File: src/common/src_pkg.sv
package src_pkg;

	// ---------------------------------------------------------------
	// power-saving modes
	// ---------------------------------------------------------------
	typedef enum logic [1:0] {
		SRC_MODE_IDLE      = 2'h0,
		SRC_MODE_ADC_QUIET = 2'h1,
		SRC_MODE_PWR_DOWN  = 2'h3
	} src_mode_e;

	// ---------------------------------------------------------------
	// sequencer states, gray along run -> sleep -> wake
	// ---------------------------------------------------------------
	typedef enum logic [1:0] {
		SRC_ST_RUN   = 2'h0,
		SRC_ST_SLEEP = 2'h1,
		SRC_ST_WAKE  = 2'h3
	} src_state_e;

	// ---------------------------------------------------------------
	// widths and timing
	// ---------------------------------------------------------------
	localparam int unsigned GPIO_W          = 6;
	localparam int unsigned CLK_PERIOD_NS   = 20;
	localparam int unsigned RST_MIN_PULSE_NS = 2500;
	localparam int unsigned RST_MIN_CYCLES  = (RST_MIN_PULSE_NS + CLK_PERIOD_NS - 1) / CLK_PERIOD_NS;
	localparam int unsigned RST_CNT_W       = 8;
	localparam logic [RST_CNT_W-1:0] RST_CNT_ZERO = 8'h00;
	localparam logic [RST_CNT_W-1:0] RST_CNT_ONE  = 8'h01;
	localparam logic [RST_CNT_W-1:0] RST_CNT_MAX  = RST_CNT_W'(RST_MIN_CYCLES);

endpackage

File: src/rtl/src_sleep_reset_ctrl.sv
`timescale 1ns/10ps
module src_sleep_reset_ctrl (
	input  wire logic                       i_sys_clk,
	input  wire logic                       i_resetn,
	input  wire logic                       i_rst_pin,
	input  wire logic                       i_rst_pin_disable,
	input  wire logic                       i_rst_pin_out,
	input  wire logic                       i_rst_pin_oe,
	input  wire logic                       i_sleep_enable,
	input  wire logic                       i_sleep_req,
	input  wire logic [1:0]                 i_sleep_mode,
	input  wire logic                       i_irq,
	input  wire logic [src_pkg::GPIO_W-1:0] i_gpio_out,
	input  wire logic [src_pkg::GPIO_W-1:0] i_gpio_oe,
	output logic                            o_sys_rstn,
	output logic                            o_cpu_clk_en,
	output logic                            o_mem_clk_en,
	output logic                            o_timer_clk_en,
	output logic                            o_adc_clk_en,
	output logic                            o_acmp_clk_en,
	output logic                            o_irq_clk_en,
	output logic                            o_io_clk_en,
	output logic                            o_sleeping,
	output logic                            o_wake,
	output logic [src_pkg::GPIO_W-1:0]      o_six_general_io_lines,
	output logic [src_pkg::GPIO_W-1:0]      o_six_general_io_lines_oe,
	output logic                            o_rst_pin_io_out,
	output logic                            o_rst_pin_io_oe
);

	// ---------------------------------------------------------------
	// reset pin filtering
	// ---------------------------------------------------------------
	logic                          pin_level;
	logic [src_pkg::RST_CNT_W-1:0] low_cnt_q;
	logic                          pin_rst_q;
	logic                          pin_asyn_n;

	src_sync u_pin_sync (
		.i_sys_clk (i_sys_clk),
		.i_resetn  (i_resetn),
		.i_async   (i_rst_pin),
		.o_level   (pin_level)
	);

	always_ff @(posedge i_sys_clk or negedge i_resetn) begin
		if (!i_resetn) begin
			low_cnt_q <= src_pkg::RST_CNT_ZERO;
		end else if (i_rst_pin_disable || pin_level) begin
			low_cnt_q <= src_pkg::RST_CNT_ZERO;
		end else if (low_cnt_q != src_pkg::RST_CNT_MAX) begin
			low_cnt_q <= low_cnt_q + src_pkg::RST_CNT_ONE;
		end
	end

	always_ff @(posedge i_sys_clk or negedge i_resetn) begin
		if (!i_resetn) begin
			// starts asserted so core reset waits for a clean filter
			pin_rst_q <= 1'b1;
		end else begin
			// held low the full minimum length with the pin function enabled
			pin_rst_q <= !i_rst_pin_disable && (low_cnt_q == src_pkg::RST_CNT_MAX);
		end
	end

	// clockless path: the raw pin acts directly once it is a reset pin
	assign pin_asyn_n = i_rst_pin || i_rst_pin_disable;

	// ---------------------------------------------------------------
	// combined reset, asserted asynchronously, released synchronously
	// ---------------------------------------------------------------
	logic rst_any_n;
	logic rst_s1_q;

	// unless i_rst_pin_disable is set, any raw pin dip resets at once; pulses below the minimum may reset too
	assign rst_any_n = i_resetn && pin_asyn_n;

	// two flops so core reset always releases on a clean clock edge
	always_ff @(posedge i_sys_clk or negedge rst_any_n) begin
		if (!rst_any_n) begin
			rst_s1_q   <= 1'b0;
			o_sys_rstn <= 1'b0;
		end else begin
			rst_s1_q   <= !pin_rst_q;
			o_sys_rstn <= rst_s1_q && !pin_rst_q;
		end
	end

	// ---------------------------------------------------------------
	// io lines: floated while any reset is active
	// ---------------------------------------------------------------
	always_ff @(posedge i_sys_clk or negedge rst_any_n) begin
		if (!rst_any_n) begin
			o_six_general_io_lines    <= '0;
			o_six_general_io_lines_oe <= '0;
			o_rst_pin_io_out          <= 1'b0;
			o_rst_pin_io_oe           <= 1'b0;
		end else if (!o_sys_rstn || pin_rst_q) begin
			o_six_general_io_lines    <= '0;
			o_six_general_io_lines_oe <= '0;
			o_rst_pin_io_out          <= 1'b0;
			o_rst_pin_io_oe           <= 1'b0;
		end else begin
			o_six_general_io_lines    <= i_gpio_out;
			o_six_general_io_lines_oe <= i_gpio_oe;
			o_rst_pin_io_out          <= i_rst_pin_disable && i_rst_pin_out;
			o_rst_pin_io_oe           <= i_rst_pin_disable && i_rst_pin_oe;
		end
	end

	// ---------------------------------------------------------------
	// sleep sequencer
	// ---------------------------------------------------------------
	src_pkg::src_state_e state_q;
	src_pkg::src_mode_e  mode_q;
	logic                sleep_take;

	function automatic logic mode_legal(input logic [1:0] m);
		mode_legal = (m == src_pkg::SRC_MODE_IDLE) || (m == src_pkg::SRC_MODE_ADC_QUIET) ||
			(m == src_pkg::SRC_MODE_PWR_DOWN);
	endfunction

	// software request seen in run with a legal mode
	assign sleep_take = (state_q == src_pkg::SRC_ST_RUN) && i_sleep_enable && i_sleep_req &&
		mode_legal(i_sleep_mode);

	always_ff @(posedge i_sys_clk or negedge o_sys_rstn) begin
		if (!o_sys_rstn) begin
			state_q <= src_pkg::SRC_ST_RUN;
			mode_q  <= src_pkg::SRC_MODE_IDLE;
		end else begin
			case (state_q)
				src_pkg::SRC_ST_RUN: begin
					if (sleep_take) begin
						state_q <= src_pkg::SRC_ST_SLEEP;
						mode_q  <= src_pkg::src_mode_e'(i_sleep_mode);
					end
				end
				src_pkg::SRC_ST_SLEEP: begin
					// i_irq is sampled on this clock; a wake level must stand until o_wake
					if (i_irq) begin
						state_q <= src_pkg::SRC_ST_WAKE;
					end
				end
				src_pkg::SRC_ST_WAKE: begin
					state_q <= src_pkg::SRC_ST_RUN;
				end
				default: begin
					state_q <= src_pkg::SRC_ST_RUN;
				end
			endcase
		end
	end

	// ---------------------------------------------------------------
	// clock gating per mode
	// ---------------------------------------------------------------
	logic asleep;
	logic idle_m;
	logic adcq_m;
	logic pdn_m;
	logic run_cpu;
	logic run_mem;
	logic run_timer;
	logic run_adc;
	logic run_acmp;
	logic run_irq;
	logic run_io;

	assign asleep = (state_q == src_pkg::SRC_ST_SLEEP);
	assign idle_m = asleep && (mode_q == src_pkg::SRC_MODE_IDLE);
	assign adcq_m = asleep && (mode_q == src_pkg::SRC_MODE_ADC_QUIET);
	assign pdn_m  = asleep && (mode_q == src_pkg::SRC_MODE_PWR_DOWN);

	// which units keep their clock in each mode
	assign run_cpu   = !(idle_m || adcq_m || pdn_m);
	assign run_mem   = !(adcq_m || pdn_m);
	assign run_timer = !(adcq_m || pdn_m);
	assign run_adc   = !pdn_m;
	assign run_acmp  = !(adcq_m || pdn_m);
	assign run_irq   = !pdn_m;
	assign run_io    = !(adcq_m || pdn_m);

	always_ff @(posedge i_sys_clk or negedge o_sys_rstn) begin
		if (!o_sys_rstn) begin
			o_cpu_clk_en   <= 1'b1;
			o_mem_clk_en   <= 1'b1;
			o_timer_clk_en <= 1'b1;
			o_adc_clk_en   <= 1'b1;
			o_acmp_clk_en  <= 1'b1;
			o_irq_clk_en   <= 1'b1;
			o_io_clk_en    <= 1'b1;
		end else begin
			o_cpu_clk_en   <= run_cpu;
			o_mem_clk_en   <= run_mem;
			o_timer_clk_en <= run_timer;
			o_adc_clk_en   <= run_adc;
			o_acmp_clk_en  <= run_acmp;
			o_irq_clk_en   <= run_irq;
			o_io_clk_en    <= run_io;
		end
	end

	always_ff @(posedge i_sys_clk or negedge o_sys_rstn) begin
		if (!o_sys_rstn) begin
			o_sleeping <= 1'b0;
			o_wake     <= 1'b0;
		end else begin
			o_sleeping <= asleep || sleep_take;
			o_wake     <= asleep && i_irq;
		end
	end

endmodule

File: src/rtl/src_sync.sv
`timescale 1ns/10ps
// three-stage input synchroniser; the filtered level moves only when stages two and three agree
module src_sync (
	input  wire logic i_sys_clk,
	input  wire logic i_resetn,
	input  wire logic i_async,
	output logic      o_level
);

	logic s1_q;
	logic s2_q;
	logic s3_q;

	always_ff @(posedge i_sys_clk or negedge i_resetn) begin
		if (!i_resetn) begin
			s1_q <= 1'b1;
			s2_q <= 1'b1;
			s3_q <= 1'b1;
		end else begin
			s1_q <= i_async;
			s2_q <= s1_q;
			s3_q <= s2_q;
		end
	end

	// idles high like the pulled-up pin, so no false low follows reset
	always_ff @(posedge i_sys_clk or negedge i_resetn) begin
		if (!i_resetn) begin
			o_level <= 1'b1;
		end else if (s2_q == s3_q) begin
			o_level <= s3_q;
		end
	end

endmodule

File: config.mk
export PLATFORM = sky130hd
export DESIGN_NAME = src_sleep_reset_ctrl
export DESIGN_NICKNAME = d
export VERILOG_FILES = /design/src/common/src_pkg.sv /design/src/rtl/src_sleep_reset_ctrl.sv /design/src/rtl/src_sync.sv
export SDC_FILE = /design/constraint.sdc
export NUM_CORES = 1
export LEC_CHECK = 0
export ABC_AREA = 1
export BUFFER_PORTS_ARGS = -buffer_cell sky130_fd_sc_hd__clkbuf_2
export CAP_MARGIN = 20
export CORE_AREA = 2 2 59 61
export CTS_BUF_LIST = sky130_fd_sc_hd__clkbuf_8 sky130_fd_sc_hd__clkbuf_16
export DETAILED_ROUTE_END_ITERATION = 8
export DIE_AREA = 0 0 61 63
export GPL_TIMING_DRIVEN = 0
export PLACE_DENSITY = 0.86
export SYNTH_ARGS = -nofsm -noshare
export SYNTH_HDL_FRONTEND = slang
export SYNTH_HIERARCHICAL = 1
export SYNTH_SLANG_ARGS = --single-unit
File: constraint.sdc
create_clock -name i_sys_clk -period 0.9 [get_ports i_sys_clk]
set_input_delay 0.18 -clock i_sys_clk [delete_from_list [all_inputs] [get_ports i_sys_clk]]
set_output_delay 0.18 -clock i_sys_clk [all_outputs]
set_load 0.1 [all_outputs]
==> results.sh <==
export IMPL_outcome="complete, but fails checks"
export IMPL_violations="negative hold slack, negative setup slack"
export IMPL_finalCritPeriodShare_pct=163
export IMPL_r2r_setup_slack_ns=-0.37
export IMPL_syn_avg_cell_area_sq_um=9.81
export IMPL_antenna_found_initial=0
export IMPL_switching_share_pct=41.8
export IMPL_final_common_cell="inv_1"
export IMPL_vias=1481
export IMPL_tightestPinTransition_ns=0.426
export IMPL_crit_slowest_cell="dfstp_4"
export IMPL_hold_viol=16
export IMPL_cap_violations=0
export IMPL_start_kind="register"
export IMPL_worst_setup_path_type="register to output port"
export IMPL_die_h_um=63
export IMPL_cts_buffers=5
export IMPL_wirelength_um=6090
export IMPL_worstPathMaxFanout=4
export IMPL_power_density_nw_per_um2=2250
export IMPL_postRouteAntennaNets=0
export IMPL_skew_ns=0.00896
export IMPL_root_buffer="clkbuf_8"
export IMPL_drt_iter0_drc=102
export IMPL_drc=0
export IMPL_ys_types=21
export IMPL_reg2reg_depth=7
export IMPL_firstDrtPassIters=4
export IMPL_area_growth_pct=85.5
export IMPL_cts_sinks=38
export IMPL_grt_max_degree=17
export IMPL_die_width_um=61
export IMPL_ir_drop_mv=1.55
export IMPL_synth_fp_nets=180
export IMPL_clk_pin_slew_ns=0.09
export IMPL_clock_latency_ns=0.30
export IMPL_start_util_pct=47.0
export IMPL_p_total_mw=6.34
export IMPL_rsz0062_at_grt="true"
export IMPL_synth_top_area_share_pct=49.4
export IMPL_max_freq_ghz=0.681
export IMPL_detail_route_vias_per_cell=5.44
export IMPL_synth_top_area_cell="dfrtp_1"
export IMPL_h_tree_depth=2
export IMPL_path_cells="buf_12 -> clkbuf_16"
export IMPL_grtUsageTotal_pct=30.0
export IMPL_mappedNetlistArea_sq_um=1520
export IMPL_ys_seq_elements=38
export IMPL_dieArea_sq_um=3840
export IMPL_num_antenna_cells=0
export IMPL_setup_violations=52
export IMPL_yosysSeqAreaShare_pct=63.2
export IMPL_r2r_start="low_cnt_q[1]$_DFFE_PN0P_"
export IMPL_whs_ns=-0.0549
export IMPL_p_leak_nw=1.35
export IMPL_slew_violations=0
export IMPL_grt_pass1_wl_um=8180
export IMPL_cts_tree="yes"
export IMPL_grt_pass1_vias=1516
export IMPL_seq_power_share_pct=35.6
export IMPL_min_period_ns=1.47
export IMPL_fillers=132
export IMPL_synth_top_cells_by_area="dfrtp_1 (49%), dfstp_2 (14%), inv_1 (7.2%), nor2_1 (6.4%), nand2_1 (5.9%)"
export IMPL_io_pins=47
export IMPL_yosysWarnings=6
export IMPL_gp_congestion=0.771
export IMPL_setup_ws_ns=-0.568
export IMPL_p_clk_share_pct=20.4
export IMPL_port_buffers=46
export IMPL_utilization_pct=87.3
export IMPL_intPower_mw=3.69
export IMPL_rows=21
export IMPL_cp_required_ns=0.72
export IMPL_ctsHoldBuffers=3
export IMPL_p_sw_mw=2.65
export IMPL_dp_slack_ns=-0.474
export IMPL_drive_gt1_share_pct=64.2
export IMPL_combPwrFrac_pct=44.1
export IMPL_dp_hpwl_um=2050
export IMPL_syn_instance_count=155
export IMPL_critPathArrivalTime_ns=1.29
export IMPL_reg2reg_to="low_cnt_q[1]$_DFFE_PN0P_"
export IMPL_endpoint_kind="output port"
export IMPL_design_core_area_sq_um=3230
export IMPL_hp_class="primary input to async pin"
export IMPL_cpPeakStageDelay_ns=0.69
export IMPL_layout_common_cells="inv_1 (25), clkbuf_16 (23), clkbuf_2 (22)"
export IMPL_wl_per_cell_um=22.4
export IMPL_grt_overflow=0
export IMPL_relSlewSlack_pct=71.6
export IMPL_cts_buffer_depth=2
export IMPL_nets=250
## cell type report
cell class	instances	area [sq um]	area share, %
buffer	5	95.1	3.37
clock buffer	6	82.6	2.93
clock inverter	2	12.5	0.444
inverter	29	109	3.86
multi-input combinational	83	608	21.6
sequential	38	998	35.4
tap	46	57.6	2.04
timing repair buffer	63	857	30.4
## flip-flops by register name, indices dropped and copies added, names as in the netlist, 2 cells and up
signal	cells
mode_q	2
o_six_general_io_lines	6
o_six_general_io_lines_oe	6
low_cnt_q	8
state_q	2
## synth_stat cells
library cell and n:
o21a_1 1, nand3b_1 1, nor2_4 2, nand3_1 9, nor2_2 1, a21oi_1 1, nand2_1 24, nand2_2 2
ha_1 2, o21ai_0 4, o21bai_1 1, a31oi_1 2, dfstp_2 8, buf_4 4, dfrtp_1 30, nor2_1 26
nand4_1 3, buf_2 1, nand3_2 2, inv_1 29, o21ai_2 2
## cells by family after synthesis
| logic type | Yosys count | synth area share (%) |
|---|---|---|
| buffers and inverters | 34 | 9.46 |
| adders and majority gates | 2 | 1.65 |
| and+or+nand+nor | 70 | 21.1 |
| DFF | 38 | 63.2 |
| AOI/OAI and AO/OA | 11 | 4.61 |
## per-layer routing
metal	vias to the layer above	track usage (%)	routed length, um
met4	0	13.3	377
met2	120	51.9	3170
met3	32	4.35	391
met5	-	0	0
li1	610	-	-
met1	719	35.8	2150
## power by group through the flow
stage / registers [mW] / logic [mW] / clock network [mW]
after detailed placement: 2.17 / 1.91 / 0
after global placement: 2.15 / 1.89 / 0
after global routing: 2.27 / 2.88 / 1.37
final: 2.26 / 2.79 / 1.29
after floorplan: 2.95 / 0.844 / 0
after CTS: 2.18 / 2.55 / 1.21
## worst max-delay path by stage
| stage | from | end | slack (ns) | cells after the start |
|---|---|---|---|---|
| floorplan | o_acmp_clk_en$_DFF_PN1_ | o_io_clk_en | -0.31 | 1 |
| global placement | o_acmp_clk_en$_DFF_PN1_ | o_io_clk_en | -0.46 | 2 |
| detailed placement | o_acmp_clk_en$_DFF_PN1_ | o_timer_clk_en | -0.47 | 2 |
| CTS | o_acmp_clk_en$_DFF_PN1_ | o_timer_clk_en | -0.54 | 2 |
| global route | o_acmp_clk_en$_DFF_PN1_ | o_timer_clk_en | -0.58 | 2 |
| finish | o_acmp_clk_en$_DFF_PN1_ | o_timer_clk_en | -0.57 | 2 |
## worst max-delay path: cells and delay by family, from the launching register on
kind | cells | cell delay, ns
buffers and inverters | 2 | 0.29
flip-flops | 1 | 0.69
## metrics by stage
| step | instances | instance area (sq um) | TNS [ns] |
|---|---|---|---|
| after global placement | 247 | 1950 | -10.60 |
| final | 272 | 2820 | -12.22 |
| after global routing | 272 | 2820 | -13.73 |
| after CTS | 269 | 2680 | -9.49 |
| after detailed placement | 247 | 1950 | -11.27 |
| after floorplan | 155 | 1660 | -4.77 |
## timing repair
action / 4_1_cts / 5_1_grt
endpoints found under the setup margin: 46 / 55
gates resized for setup: 89 / 38
setup buffers: 10 / 5
pin swaps: 6 / 5
hold endpoints to repair: 9 / 16
cloned: 1 / 0
Power figures use the tool's default switching activity.
